<file path="src/dbsg_pkg.sv">
// Shared constants for the track-control bit stream generator
package dbsg_pkg;

  // ****************************************
  // Timing
  // ****************************************
  localparam int CLK_PERIOD_NS = 25;
  localparam int XTAL_PERIOD_NS = 1000;
  localparam int XTAL_HALF_CYCLES = XTAL_PERIOD_NS / (2 * CLK_PERIOD_NS);
  localparam logic [5:0] XTAL_HALF_LAST = 6'(XTAL_HALF_CYCLES - 1);
  localparam logic [5:0] XTAL_CNT_ZERO = 6'h00;

  // ****************************************
  // Bit counter and byte sizes
  // ****************************************
  localparam logic [3:0] BIT_COUNT_PRESET = 4'h8;
  localparam logic [3:0] BIT_COUNT_LAST = 4'hf;
  localparam logic [3:0] BIT_COUNT_STEP = 4'h1;
  localparam logic [15:0] TICK_ZERO = 16'h0000;
  localparam logic [15:0] TICK_STEP = 16'h0001;
  localparam int AUX_OUT_W = 6;

  // ****************************************
  // Readback port bit positions
  // ****************************************
  localparam int RB_UNDERFLOW = 0;
  localparam int RB_TICK_N = 1;
  localparam int RB_ZERO_WAVE = 2;
  localparam int RB_DATA_BIT = 3;
  localparam int RB_SYNC_GATE = 4;
  localparam int RB_HOLD_N = 5;
  localparam int RB_TRIGGER = 6;
  localparam int RB_DELAYED = 7;

  // ****************************************
  // Synchroniser vector layout and idle levels
  // ****************************************
  localparam int SY_SOFT_RESET = 0;
  localparam int SY_SOFT_SEL = 1;
  localparam int SY_SOFT_CLK_N = 2;
  localparam int SY_STARVE_N = 3;
  localparam int SY_ARM = 4;
  localparam int SY_OBF_N = 5;
  localparam int SY_AUXW_N = 6;
  localparam int SY_AUXR_N = 7;
  localparam int SY_BYTE_LO = 8;
  localparam int SY_HOST_LO = 16;
  localparam int SY_AUX_READ_STROBE_N_LO = 24;
  localparam int SYNC_W = 32;
  localparam logic [SYNC_W-1:0] SYNC_RESET = 32'hff00_00ef;

endpackage

</file>
<file path="src/dbsg_sync.sv">
// Two flip-flop synchroniser for a vector of pin levels
module dbsg_sync #(
  parameter int WIDTH = 1,
  parameter logic [WIDTH-1:0] RESET_VALUE = '0
) (
  input wire logic clk_i,
  input wire logic rst_i,
  input wire logic [WIDTH-1:0] async_i,
  output logic [WIDTH-1:0] sync_o
);

  logic [WIDTH-1:0] meta_reg;
  logic [WIDTH-1:0] sync_reg;

  // First stage feeds only the second stage
  always_ff @(posedge clk_i) begin
    if (rst_i) begin
      meta_reg <= RESET_VALUE;
      sync_reg <= RESET_VALUE;
    end else begin
      meta_reg <= async_i;
      sync_reg <= meta_reg;
    end
  end

  assign sync_o = sync_reg;

endmodule

</file>
<file path="src/dbsg_generator.sv">
// Track-control bit stream generator with parallel-port host interface
// How it works
// RQ1 - Readback bit 0 reads 1 after the byte stream has underflowed.
// RQ2 - Readback bits 1..7: tick_n, zero wave, data bit, gate, hold, trigger, delayed wave.
// RQ3 - Soft reset bit high resets board logic and clears auxiliary outputs.
// RQ4 - Clock select high: each 1-to-0 soft clock write is a board edge.
// RQ5 - Clock source switches without glitch; host parks soft clock first.
// RQ6 - Reset, clock select and underflow-clear bits idle high.
// RQ7 - Crystal mode derives the master tick from 1 MHz, 1 us steps.
// RQ8 - Zero bits use a gated period counter and separate high-time mark.
// RQ9 - One bits use a third counter, 50% duty, running only on ones.
// RQ10 - Board reset forces the high mark, clearing the zero wave.
// RQ11 - Track wave is zero wave AND one wave.
// RQ12 - Zero sync gate goes low one master cycle at zero pulse start.
// RQ13 - Eight-bit shifter gives current bit, shifts on track rise, zero in.
// RQ14 - Host writes next byte at least 500 ns before current byte ends.
// RQ15 - Buffer-full is synced to tick_n as ready; the load clears it.
// RQ16 - A load presets the bit counter to 8; track rise increments it.
// RQ17 - At 15 carry sets on fall; if ready, load, preset and acknowledge.
// RQ18 - No byte ready: hold low, count stays 15, zeros out, underflow set.
// RQ19 - Underflow stays until the clear bit is driven low.
// RQ20 - Armed trigger follows the load strobe for half the last bit; the code holds it for the low phase of the last bit.
// RQ21 - External wave is the track wave delayed one master period.
// RQ22 - Six auxiliary outputs latch host data on strobe rise.
// RQ23 - Eight auxiliary inputs drive host data while read strobe is low.
// RQ24 - Data byte port is strobed, with handshake via control lines.
// RQ25 - Trigger arm polarity is a build parameter, default active high.
// RQ26 - Period and high times are host values in master clock units.
module dbsg_generator #(
  parameter bit TRIG_ARM_HIGH = 1'b1
) (
  input wire logic clk_i,
  input wire logic rst_i,
  input wire logic board_soft_reset_i,
  input wire logic soft_clock_select_i,
  input wire logic soft_clock_n_i,
  input wire logic starve_clear_n_i,
  input wire logic trigger_arm_i,
  input wire logic out_buffer_full_n_i,
  input wire logic [7:0] data_byte_i,
  input wire logic [15:0] zero_period_ticks_i,
  input wire logic [15:0] zero_high_ticks_i,
  input wire logic [15:0] one_period_ticks_i,
  input wire logic aux_write_strobe_n_i,
  input wire logic aux_read_strobe_n_i,
  input wire logic [7:0] host_data_i,
  input wire logic [7:0] aux_input_i,
  output logic [7:0] signal_path_readback_o,
  output logic byte_ack_n_o,
  output logic delayed_track_wave_o,
  output logic trigger_o,
  output logic [dbsg_pkg::AUX_OUT_W-1:0] aux_output_lines_o,
  output logic [7:0] host_data_o,
  output logic host_data_oe_o
);

  // ****************************************
  // Pin synchronisers
  // ****************************************
  logic [dbsg_pkg::SYNC_W-1:0] pins;
  logic [dbsg_pkg::SYNC_W-1:0] pins_s;

  assign pins = {aux_input_i, host_data_i, data_byte_i, aux_read_strobe_n_i,
    aux_write_strobe_n_i, out_buffer_full_n_i, trigger_arm_i,
    starve_clear_n_i, soft_clock_n_i, soft_clock_select_i,
    board_soft_reset_i};

  // RQ6 idle high levels
  dbsg_sync #(
    .WIDTH(dbsg_pkg::SYNC_W),
    .RESET_VALUE(dbsg_pkg::SYNC_RESET)
  ) u_sync (
    .clk_i(clk_i),
    .rst_i(rst_i),
    .async_i(pins),
    .sync_o(pins_s)
  );

  logic soft_reset_s;
  logic soft_sel_s;
  logic soft_level;
  logic starve_clr_n_s;
  logic arm_level;
  logic obf_n_s;
  logic auxw_n_s;
  logic auxr_n_s;
  logic [7:0] byte_s;
  logic [7:0] host_s;
  logic [7:0] aux_in_s;
  logic board_rst;

  assign soft_reset_s = pins_s[dbsg_pkg::SY_SOFT_RESET];
  assign soft_sel_s = pins_s[dbsg_pkg::SY_SOFT_SEL];
  assign soft_level = ~pins_s[dbsg_pkg::SY_SOFT_CLK_N];
  assign starve_clr_n_s = pins_s[dbsg_pkg::SY_STARVE_N];
  // RQ25 arm polarity option
  assign arm_level = TRIG_ARM_HIGH ? pins_s[dbsg_pkg::SY_ARM]
                                   : ~pins_s[dbsg_pkg::SY_ARM];
  assign obf_n_s = pins_s[dbsg_pkg::SY_OBF_N];
  assign auxw_n_s = pins_s[dbsg_pkg::SY_AUXW_N];
  assign auxr_n_s = pins_s[dbsg_pkg::SY_AUXR_N];
  assign byte_s = pins_s[dbsg_pkg::SY_BYTE_LO +: 8];
  assign host_s = pins_s[dbsg_pkg::SY_HOST_LO +: 8];
  assign aux_in_s = pins_s[dbsg_pkg::SY_AUX_READ_STROBE_N_LO +: 8];
  // RQ3 soft reset joins the system reset
  assign board_rst = rst_i | soft_reset_s;

  // ****************************************
  // Master clock generation
  // ****************************************
  logic [5:0] xtal_cnt_reg;
  logic xtal_level_reg;
  logic sel_reg;
  logic tick_level_reg;
  logic tick_prev_reg;
  logic tick;
  logic tick_fall;

  // RQ7 crystal divider, half period of the 1 MHz reference
  always_ff @(posedge clk_i) begin
    if (rst_i) begin
      xtal_cnt_reg <= dbsg_pkg::XTAL_CNT_ZERO;
      xtal_level_reg <= 1'b0;
    end else if (xtal_cnt_reg == dbsg_pkg::XTAL_HALF_LAST) begin
      xtal_cnt_reg <= dbsg_pkg::XTAL_CNT_ZERO;
      xtal_level_reg <= ~xtal_level_reg;
    end else begin
      xtal_cnt_reg <= xtal_cnt_reg + 6'h01;
    end
  end

  // RQ5 select moves only while both sources agree, so no runt edge
  always_ff @(posedge clk_i) begin
    if (rst_i) begin
      sel_reg <= 1'b1;
    end else if (xtal_level_reg == soft_level) begin
      sel_reg <= soft_sel_s;
    end
  end

  // RQ4 soft mode: a 1-to-0 write of soft_clock_n is a rising tick
  always_ff @(posedge clk_i) begin
    if (rst_i) begin
      tick_level_reg <= 1'b0;
      tick_prev_reg <= 1'b0;
    end else begin
      tick_level_reg <= sel_reg ? soft_level : xtal_level_reg;
      tick_prev_reg <= tick_level_reg;
    end
  end

  assign tick = tick_level_reg & ~tick_prev_reg;
  assign tick_fall = ~tick_level_reg & tick_prev_reg;

  // ****************************************
  // Zero and one waveform counters
  // ****************************************
  logic [7:0] shift_reg;
  logic cur_bit;
  logic [15:0] zero_cnt_reg;
  logic [15:0] one_cnt_reg;
  logic [15:0] zero_inc;
  logic [15:0] one_inc;
  logic zero_wave_reg;
  logic one_wave_reg;
  logic sync_gate_reg;
  logic zero_wrap;
  logic zero_high_mark;
  logic one_wrap;
  logic one_half_mark;

  assign cur_bit = shift_reg[7];
  assign zero_inc = zero_cnt_reg + dbsg_pkg::TICK_STEP;
  assign one_inc = one_cnt_reg + dbsg_pkg::TICK_STEP;
  // RQ26 times counted in master ticks straight from host values
  assign zero_wrap = tick & ~cur_bit & (zero_inc == zero_period_ticks_i);
  assign zero_high_mark = tick & ~cur_bit & ~zero_wrap
                        & (zero_inc == zero_high_ticks_i);
  assign one_wrap = tick & cur_bit & (one_inc == one_period_ticks_i);
  assign one_half_mark = tick & cur_bit & ~one_wrap
                       & (one_inc == (one_period_ticks_i >> 1));

  // RQ8 gated period counter; high mark ends the high phase
  always_ff @(posedge clk_i) begin
    if (board_rst) begin
      zero_cnt_reg <= dbsg_pkg::TICK_ZERO;
    end else if (zero_wrap) begin
      zero_cnt_reg <= dbsg_pkg::TICK_ZERO;
    end else if (tick & ~cur_bit) begin
      zero_cnt_reg <= zero_inc;
    end
  end

  // RQ10 reset loads zero_wave_reg low directly so the zero wave starts low
  always_ff @(posedge clk_i) begin
    if (board_rst) begin
      zero_wave_reg <= 1'b0;
    end else if (zero_wrap) begin
      zero_wave_reg <= 1'b1;
    end else if (zero_high_mark) begin
      zero_wave_reg <= 1'b0;
    end
  end

  // RQ12 gate low for one master cycle as a zero pulse starts
  always_ff @(posedge clk_i) begin
    if (board_rst) begin
      sync_gate_reg <= 1'b1;
    end else if (zero_wrap) begin
      sync_gate_reg <= 1'b0;
    end else if (tick) begin
      sync_gate_reg <= 1'b1;
    end
  end

  // RQ9 one counter runs only on ones, half high, half low
  always_ff @(posedge clk_i) begin
    if (board_rst) begin
      one_cnt_reg <= dbsg_pkg::TICK_ZERO;
      one_wave_reg <= 1'b1;
    end else if (one_wrap) begin
      one_cnt_reg <= dbsg_pkg::TICK_ZERO;
      one_wave_reg <= 1'b1;
    end else if (tick & cur_bit) begin
      one_cnt_reg <= one_inc;
      if (one_half_mark) begin
        one_wave_reg <= 1'b0;
      end
    end
  end

  // ****************************************
  // Track wave and delayed copy
  // ****************************************
  logic track_reg;
  logic track_prev_reg;
  logic delayed_reg;
  logic track_rise;
  logic track_fall;

  // RQ11 track wave is the AND of both waves
  always_ff @(posedge clk_i) begin
    if (board_rst) begin
      track_reg <= 1'b0;
      track_prev_reg <= 1'b0;
    end else begin
      track_reg <= zero_wave_reg & one_wave_reg;
      track_prev_reg <= track_reg;
    end
  end

  assign track_rise = track_reg & ~track_prev_reg;
  assign track_fall = ~track_reg & track_prev_reg;

  // RQ21 one master period delay lets a scope see the first rise
  always_ff @(posedge clk_i) begin
    if (board_rst) begin
      delayed_reg <= 1'b0;
    end else if (tick) begin
      delayed_reg <= track_reg;
    end
  end

  // ****************************************
  // Byte handshake, bit counter, shifter
  // ****************************************
  logic [3:0] bit_cnt_reg;
  logic carry_reg;
  logic ready_reg;
  logic ack_n_reg;
  logic underflow_reg;
  logic load_now;
  logic hold_now;

  // RQ17 load strobe is carry while ready
  assign load_now = track_rise & carry_reg & ready_reg;
  assign hold_now = track_rise & carry_reg & ~ready_reg;

  // RQ15 ready caught on the tick_n rise, cleared by the load
  // RQ14 a byte later than half a period misses this sample
  always_ff @(posedge clk_i) begin
    if (board_rst) begin
      ready_reg <= 1'b0;
    end else if (load_now) begin
      ready_reg <= 1'b0;
    end else if (tick_fall & ack_n_reg) begin
      ready_reg <= ~obf_n_s;
    end
  end

  // RQ24 acknowledge held until the port drops buffer-full
  always_ff @(posedge clk_i) begin
    if (board_rst) begin
      ack_n_reg <= 1'b1;
    end else if (load_now) begin
      ack_n_reg <= 1'b0;
    end else if (obf_n_s) begin
      ack_n_reg <= 1'b1;
    end
  end

  // RQ17 carry rises at the track fall of the last bit
  always_ff @(posedge clk_i) begin
    if (board_rst) begin
      carry_reg <= 1'b0;
    end else if (track_rise) begin
      carry_reg <= 1'b0;
    end else if (track_fall & (bit_cnt_reg == dbsg_pkg::BIT_COUNT_LAST)) begin
      carry_reg <= 1'b1;
    end
  end

  // RQ16 preset on load, count each bit; RQ18 hold stays at 15
  always_ff @(posedge clk_i) begin
    if (board_rst) begin
      bit_cnt_reg <= dbsg_pkg::BIT_COUNT_LAST;
    end else if (load_now) begin
      bit_cnt_reg <= dbsg_pkg::BIT_COUNT_PRESET;
    end else if (track_rise & ~hold_now) begin
      bit_cnt_reg <= bit_cnt_reg + dbsg_pkg::BIT_COUNT_STEP;
    end
  end

  // RQ13 shift on track rise with zero fed in
  always_ff @(posedge clk_i) begin
    if (board_rst) begin
      shift_reg <= 8'h00;
    end else if (load_now) begin
      shift_reg <= byte_s;
    end else if (track_rise) begin
      shift_reg <= {shift_reg[6:0], 1'b0};
    end
  end

  // RQ19 sticky until cleared; a new starve wins over the clear
  always_ff @(posedge clk_i) begin
    if (board_rst) begin
      underflow_reg <= 1'b0;
    end else if (hold_now) begin
      underflow_reg <= 1'b1;
    end else if (~starve_clr_n_s) begin
      underflow_reg <= 1'b0;
    end
  end

  // ****************************************
  // Trigger and readback
  // ****************************************
  logic trigger_reg;
  logic hold_n_reg;
  logic [7:0] readback_reg;

  // RQ20 armed trigger follows the load strobe
  always_ff @(posedge clk_i) begin
    if (board_rst) begin
      trigger_reg <= 1'b0;
      hold_n_reg <= 1'b1;
    end else begin
      trigger_reg <= arm_level & carry_reg & ready_reg;
      hold_n_reg <= ~(carry_reg & ~ready_reg);
    end
  end

  // RQ1 RQ2 readback of signal path
  always_ff @(posedge clk_i) begin
    if (rst_i) begin
      readback_reg <= 8'h00;
    end else begin
      readback_reg[dbsg_pkg::RB_UNDERFLOW] <= underflow_reg;
      readback_reg[dbsg_pkg::RB_TICK_N] <= ~tick_level_reg;
      readback_reg[dbsg_pkg::RB_ZERO_WAVE] <= zero_wave_reg;
      readback_reg[dbsg_pkg::RB_DATA_BIT] <= cur_bit;
      readback_reg[dbsg_pkg::RB_SYNC_GATE] <= sync_gate_reg;
      readback_reg[dbsg_pkg::RB_HOLD_N] <= hold_n_reg;
      readback_reg[dbsg_pkg::RB_TRIGGER] <= trigger_reg;
      readback_reg[dbsg_pkg::RB_DELAYED] <= delayed_reg;
    end
  end

  // ****************************************
  // Auxiliary outputs and inputs
  // ****************************************
  logic auxw_prev_reg;
  logic [dbsg_pkg::AUX_OUT_W-1:0] aux_out_reg;
  logic [7:0] host_out_reg;
  logic host_oe_reg;

  // RQ22 latch on strobe rise; RQ3 board reset clears
  always_ff @(posedge clk_i) begin
    if (board_rst) begin
      auxw_prev_reg <= 1'b1;
      aux_out_reg <= '0;
    end else begin
      auxw_prev_reg <= auxw_n_s;
      if (auxw_n_s & ~auxw_prev_reg) begin
        aux_out_reg <= host_s[dbsg_pkg::AUX_OUT_W-1:0];
      end
    end
  end

  // RQ23 inputs drive host data only while the read strobe is low
  always_ff @(posedge clk_i) begin
    if (rst_i) begin
      host_out_reg <= 8'hff;
      host_oe_reg <= 1'b0;
    end else begin
      host_out_reg <= aux_in_s;
      host_oe_reg <= ~auxr_n_s;
    end
  end

  assign signal_path_readback_o = readback_reg;
  assign byte_ack_n_o = ack_n_reg;
  assign delayed_track_wave_o = delayed_reg;
  assign trigger_o = trigger_reg;
  assign aux_output_lines_o = aux_out_reg;
  assign host_data_o = host_out_reg;
  assign host_data_oe_o = host_oe_reg;
endmodule

</file>
<file path="config.mk">
export PLATFORM = sky130hd
export DESIGN_NAME = dbsg_generator
export DESIGN_NICKNAME = d
export VERILOG_FILES = /design/src/dbsg_pkg.sv /design/src/dbsg_sync.sv /design/src/dbsg_generator.sv
export SDC_FILE = /design/constraint.sdc
export NUM_CORES = 1
export LEC_CHECK = 0
export ABC_AREA = 1
export BUFFER_PORTS_ARGS = -buffer_cell sky130_fd_sc_hd__buf_4
export CAP_MARGIN = 20
export CORE_ASPECT_RATIO = 0.8
export CORE_UTILIZATION = 51
export CTS_BUF_LIST = sky130_fd_sc_hd__clkbuf_4
export CTS_CLUSTER_DIAMETER = 60
export DETAILED_ROUTE_END_ITERATION = 8
export GPL_TIMING_DRIVEN = 0
export MAX_ROUTING_LAYER = met4
export PLACE_DENSITY_LB_ADDON = 0.3
export SYNTH_ARGS = -nofsm -noshare
export SYNTH_HDL_FRONTEND = slang
export SYNTH_SLANG_ARGS = --single-unit
</file>
<file path="constraint.sdc">
create_clock -name clk_i -period 4.2 [get_ports clk_i]
set_input_delay 0.21 -clock clk_i [delete_from_list [all_inputs] [get_ports clk_i]]
set_output_delay 0.21 -clock clk_i [all_outputs]
set_load 0.05 [all_outputs]
</file>
==> out/results.tsv, run 1 <==
metric	value	unit
fp.dieH	106	um
viasPerCell	4.81	
rsz0062_at_grt	false	
cts-root-buf	clkbuf_4	
timing.fmax	416	MHz
finalCritPeriodShare	0.573	
maxCapViolations	0	
yosysWarnings	0	
crit_slowest_cell	dfxtp_1	
finalWorstSetupSlack	1.80	ns
core_area	13000	um2
clk_pin_slew_worst_paths	0.13	ns
post-cts-setup-buffer-count	0	
crit_required	4.60	ns
route.detailed.drc	0	
clk_latency	0.52	ns
worst_slew_pin_slew	0.687	ns
drtAntennaViolNets	0	
syn_area_per_cell	7.17	um2
max_stage_delay	0.40	ns
grt_start_max_net_pins	17	
pin_count	108	
synthTopCellsByCount	nand2_1 (227), dfxtp_1 (150), nor2_1 (127)	
cp_data_arrival_time	2.80	ns
hpwl	11300	um
slew_viol_final	0	
syn2layout_area_growth	23.0	%
ys_seq_elements	150	
final_util	0.648	
synth_area	6860	um2
fin_nets	1196	
grt_antenna_before_repair	0	
ys_types	33	
synth_top_cell_by_area	dfxtp_1	
clockBufferDepth	2	
crit_buf_inv	1	
start_util	0.527	
grt_pass1_wl	25700	um
status	finished clean	
skew	0.0282	ns
critical_path.top_delay_family	simple AND/OR/NAND/NOR gates	
drive_gt1_frac	0.205	
fin_setup_tns	0	ns
grt-ovfl-total	0	
path_max_fanout	10	
die_x	132	um
dpl-instance-area	7860	um2
wl	15600	um
synth_edf_count	0	
yosysMostFrequentCell	nand2_1	
drt_iter0_markers	344	
drt_first_pass_iters	5	
worstHoldPathType	in -> reg	
vias	6238	
antenna_cells	0	
multiInputGateArea	3280	um2
async_flop_share	0	
synth_fp_nets	1043	
cp-end-kind	flop	
ff_latch_area	3000	um2
htreeDepth	4	
critPathKind	reg -> reg	
path_cells	ha_1, nand2_1, nor2_4, nand3_1, nand2_1, o21ai_0, nor3_1, nand2_1, nor2_2, nand2_2, nand2_4, buf_6, nor2_2	
synth-main-ff-cell	dfxtp_1	
numClockSinks	150	
yosysSeqAreaShare	0.438	
finalInstanceArea	8430	um2
place_congestion	0.917	
powerDensity	304	nW/um2
slew_headroom	0.541	
wl_per_cell	12.0	um
cp-start-kind	flop	
dp_slack	1.87	ns
postSynthCellCount	957	
ys_top_cells_by_area	dfxtp_1 (44%), nand2_1 (12%), nor2_1 (7.0%), inv_1 (6.7%), nand3_1 (5.7%)	
setup-violations-final	0	
io_buffers	104	
first_global_vias	5525	
crit_top_cell	nand2_1	
synth_top_area_frac	0.438	
ir_worst_vdd	0.000187	V
cts_tree	built	
fp.dieArea	13900	um2
leakage	3.87	nW
cts_buffers	17	
fillers	1191	
rows	37	
min_period	2.40	ns
hold_viol_final	0	
holdWs	0.113	ns
track_usage	0.239	
tightest hold or removal path: stages:
cell	delay (ns)
buf_2	0.16
inv_1	0.10
o211ai_1	0.11
path summary, 6_finish.rpt:
path / start / endpoint / slack, ns / cells after the start
min reg2reg: u_sync.meta_reg[10]$_SDFF_PP0_ / u_sync.sync_o[10]$_SDFF_PP0_ / 0.40 / 2
max: zero_cnt_reg[1]$_SDFFE_PP0P_ / zero_cnt_reg[10]$_SDFFE_PP0P_ / 1.80 / 13
max reg2reg: zero_cnt_reg[1]$_SDFFE_PP0P_ / zero_cnt_reg[10]$_SDFFE_PP0P_ / 1.80 / 13
min: rst_i / sel_reg$_SDFFE_PP1N_ / 0.11 / 3
cell families (layout without fill, tap and decap cells):
family | Yosys count | count (layout) | synth area share
AO/OA/AOI/OAI | 77 | 77 | 0.0587
adder cells (fa/ha/maj) | 4 | 4 | 0.00730
buffers and inverters | 146 | 312 | 0.0845
XOR/XNOR | 26 | 26 | 0.0392
AND/OR/NAND/NOR | 551 | 551 | 0.368
multiplexers | 3 | 3 | 0.00438
flip-flops | 150 | 150 | 0.438
placed cells by master (no fill, tap or decap), types with 7 or more instances in the layout:
master / netlist / final
nand2_1: 227 / 227
clkbuf_4: 0 / 18
xnor2_1: 8 / 8
nand3b_1: 9 / 9
buf_4: 2 / 106
nand3_1: 78 / 78
nor2_4: 8 / 8
nand4_1: 15 / 15
o21ai_0: 54 / 54
nor2_2: 25 / 25
clkbuf_1: 14 / 14
nor2_1: 127 / 127
dlygate4sd3_1: 0 / 30
xor2_1: 15 / 15
nand2_2: 11 / 11
dfxtp_1: 150 / 150
inv_1: 122 / 122
nor3_1: 7 / 7
or2_2: 38 / 38
a21oi_1: 13 / 13
area by class of cell:
class,instances,share of cell area
timing repair buffer,134,0.128
clock inverter,14,0.0168
multi-input combinational,661,0.388
clock buffer,18,0.0160
tap,175,0.0260
buffer,20,0.0126
sequential,150,0.356
inverter,126,0.0561
metal layers:
layer / vias to the layer above / wire length (um) / global-route usage
li1: 3311 / - / -
met1: 2776 / 7570 / 0.316
met2: 132 / 7140 / 0.376
met3: 19 / 702 / 0.0414
met4: 0 / 187 / 0.0689
met5: - / 0 / -
per-stage QoR:
stage / cells / power, W
final: 1298 / 0.00257
after floorplan: 957 / 0.00161
after global placement: 1236 / 0.00170
after detailed placement: 1236 / 0.00171
after CTS: 1298 / 0.00259
after global routing: 1298 / 0.00267
repair_timing:
| item | 4_1_cts | 5_1_grt |
|---|---|---|
| hold buffers | 30 | 0 |
| gates resized for setup | 0 | 0 |
| endpoints found under the hold margin | 30 | 0 |
where the power goes:
part           switching [W]  internal (W)
clock               0.000548      0.000318
combinational       0.000112      0.000119
sequential         0.0000109       0.00146
(Power assumes the default switching activity.)
==> run 2, diff against run 1 <==
Settings changed: ABC_AREA 1 to 0.
Clock period 4.2 ns to 2.51 ns, I/O delays scaled along.
==> run 2 against run 1 <==
The flow now finishes with violations (negative setup slack). Clock power up 78%. Synthesized cell count is 17% lower. Worst setup slack got worse by 2.0 ns. Critical path depth down 2. Maximum frequency decreased by 12%. Largest power group unchanged. Synthesized area rose by 3.5%. Via count decreased by 1.6%. Power grew 72%. Clock skew shrank 0.0022 ns. Utilization grew 4.5 points. Flip-flop and latch count stayed put. Register-to-register slack worse by 2.0 ns.
==> out/results.tsv, run 2 <==
metric	value	unit	change
synth_top_cell_by_area	dfxtp_1		unchanged
first_global_vias	5773		was 5525
postSynthCellCount	795		was 957
skew	0.0260	ns	was 0.0282 ns
grt_antenna_before_repair	0		unchanged
maxCapViolations	0		unchanged
cts_buffers	17		unchanged
start_util	0.524		was 0.527
synth_top_area_frac	0.423		was 0.438
timing.fmax	367	MHz	was 416 MHz
leakage	3.57	nW	was 3.87 nW
slew_headroom	0.477		was 0.541
cp-start-kind	flop		unchanged
wl_per_cell	14.8	um	was 12.0 um
vias	6136		was 6238
dp.cells	1079		was 1236
track_usage	0.253		was 0.239
rsz0062_at_grt	true		was false
synthTopCellsByCount	dfxtp_1 (150), nor2_1 (88), xnor2_1 (68)		was nand2_1 (227), dfxtp_1 (150), nor2_1 (127)
multiInputGateArea	4060	um2	was 3280 um2
hpwl	11700	um	was 11300 um
setup-violations-final	32		was 0
syn2layout_area_growth	32.3	%	was 23.0%
fin_nets	1070		was 1196
io_buffers	104		unchanged
place_congestion	0.945		was 0.917
min_period	2.72	ns	was 2.40 ns
hold_viol_final	0		unchanged
crit_required	2.95	ns	was 4.60 ns
drt_first_pass_iters	5		unchanged
synth-main-ff-cell	dfxtp_1		unchanged
drt_iter0_markers	441		was 344
worstHoldPathType	in -> reg		unchanged
worst_slew_pin_slew	0.783	ns	was 0.687 ns
wl	17400	um	was 15600 um
yosysMostFrequentCell	dfxtp_1		was nand2_1
cts-root-buf	clkbuf_4		unchanged
ys_top_cells_by_area	dfxtp_1 (42%), xnor2_1 (8.4%), xor2_1 (5.7%), nor2_1 (4.7%), nor2b_1 (4.2%)		was dfxtp_1 (44%), nand2_1 (12%), nor2_1 (7.0%), inv_1 (6.7%), nand3_1 (5.7%)
fin_cells	1177		was 1298
numClockSinks	150		unchanged
die_x	134	um	was 132 um
fp.dieArea	14400	um2	was 13900 um2
yosysSeqAreaShare	0.423		was 0.438
reg2reg_depth	11		was 13
ys_seq_elements	150		unchanged
hold_depth	4		was 3
grt_pass1_wl	27800	um	was 25700 um
antenna_cells	0		unchanged
synth_area	7100	um2	was 6860 um2
core_area	13600	um2	was 13000 um2
synth_fp_nets	881		was 1043
grt_start_max_net_pins	19		was 17
synth_edf_count	0		unchanged
clockBufferDepth	2		unchanged
ff_latch_area	3020	um2	was 3000 um2
ir_worst_vdd	0.000402	V	was 0.000187 V
finalWorstSetupSlack	-0.212	ns	was 1.80 ns
grt-ovfl-total	0		unchanged
cp_data_arrival_time	3.16	ns	was 2.80 ns
route.detailed.drc	0		unchanged
cts_tree	built		unchanged
clk_latency	0.54	ns	was 0.52 ns
clk_pin_slew_worst_paths	0.15	ns	was 0.13 ns
viasPerCell	5.21		was 4.81
path_max_fanout	10		unchanged
finalCritPeriodShare	1.08		was 0.573
htreeDepth	4		unchanged
yosysWarnings	0		unchanged
status	finished, violations left		was finished clean
syn_area_per_cell	8.93	um2	was 7.17 um2
fillers	1114		was 1191
powerDensity	470	nW/um2	was 304 nW/um2
final_common_cell	buf_4		was nand2_1
cp-end-kind	flop		unchanged
critPathKind	reg -> reg		unchanged
slew_viol_final	0		unchanged
drtAntennaViolNets	0		unchanged
failed_checks	negative setup slack		
final_cell_mix	buf_4 (144), dfxtp_1 (137), nor2_1 (77), xnor2_1 (67)		was nand2_1 (227), dfxtp_1 (150), nor2_1 (127), inv_1 (122), buf_4 (106)
async_flop_share	0		unchanged
dp_slack	-0.556	ns	was 1.87 ns
fp.dieH	108	um	was 106 um
rows	38		was 37
ys_types	67		was 33
pin_count	108		unchanged
drive_gt1_frac	0.309		was 0.205
run 2: cell types whose count changed in the layout (fill, tap and decap cells not counted), moves of 13 or more:
cell     change
nor2b_1     +47
nor2_2      -17
o21ai_0     -36
dfxtp_1     -13
xnor2_1     +59
buf_4       +38
xor2_1      +31
nand2_1    -180
buf_6       +15
nand3_1     -50
nor2_1      -50
inv_1      -112
run 2: worst paths after layout:
kind                                        to                         from  slack, ns
setup / recovery  one_cnt_reg[12]$_SDFFE_PP0P_  one_cnt_reg[0]$_SDFFE_PP0P_      -0.21
hold / removal      zero_wave_reg$_SDFFE_PP0P_        zero_high_ticks_i[13]        0.1
setup reg to reg  one_cnt_reg[12]$_SDFFE_PP0P_  one_cnt_reg[0]$_SDFFE_PP0P_      -0.21
hold reg to reg      host_data_oe_o$_SDFF_PP0_  u_sync.sync_o[7]$_SDFF_PP1_       0.39
run 2: critical path, stage by stage (launching register included):
cell and delay, ns:
dfxtp_2 0.39, buf_6 0.10, nand4_1 0.18, buf_4 0.22
clkbuf_2 0.20, a2111o_1 0.38, nand3_1 0.19, o211ai_1 0.22
o41ai_4 0.37, buf_4 0.21, buf_6 0.13, nor2_1 0.04
run 2: what timing repair did:
item,in CTS,in global routing
gates resized for setup,66,25
endpoints found under the hold margin,32,0
hold buffers,31,0
buffers inserted,25,11
pin swaps,46,11
gates cloned,2,0
endpoints found under the setup margin,35,35
run 2: logic make-up (layout without fill, tap and decap cells):
family | after synthesis | in the layout | synth area share
AOI/OAI and AO/OA | 91 | 91 | 0.0921
xor gates and xnor gates | 116 | 116 | 0.147
adders and majority gates | 4 | 4 | 0.00705
buffers and inverters | 65 | 267 | 0.0404
DFF | 150 | 150 | 0.423
muxes | 15 | 15 | 0.0213
and+or+nand+nor | 354 | 354 | 0.269
run 2: layer usage:
layer	track usage	part of all wire
met3	0.0494	0.058
met2	0.395	0.46
met5	-	0
met1	0.335	0.47
met4	0.0666	0.010
run 2: report_power, final:
group | leakage [nW] | switching, W | internal [W] | total (W)
Clock | 0.157 | 0.00106 | 0.000477 | 0.00154
Combinational | 2.18 | 0.000193 | 0.000226 | 0.000420
Sequential | 1.23 | 0.0000168 | 0.00244 | 0.00245
Total | 3.57 | 0.00127 | 0.00314 | 0.00442
run 2: layout make-up:
type | count | area share
Clock buffer | 17 | 0.0136
Buffer | 51 | 0.0356
Timing Repair Buffer | 173 | 0.149
Multi-Input combinational cell | 580 | 0.432
Sequential cell | 150 | 0.322
Tap cell | 180 | 0.0240
Clock inverter | 15 | 0.0191
Inverter | 11 | 0.00480
run 2: per-stage QoR:
stage | util | power, W | hold WS (ns) | setup TNS [ns] | instance area [um2]
2_1_floorplan | - | 0.00270 | 0.229 | -0.151 | 7180
3_3_place_gp | 0.604 | 0.00287 | 0.310 | -15.43 | 8190
3_5_place_dp | 0.604 | 0.00287 | 0.313 | -15.98 | 8190
4_1_cts | 0.682 | 0.00445 | 0.0948 | -4.55 | 9240
5_1_grt | 0.693 | 0.00461 | 0.0755 | -8.42 | 9390
6_report | 0.693 | 0.00442 | 0.0961 | -4.79 | 9390
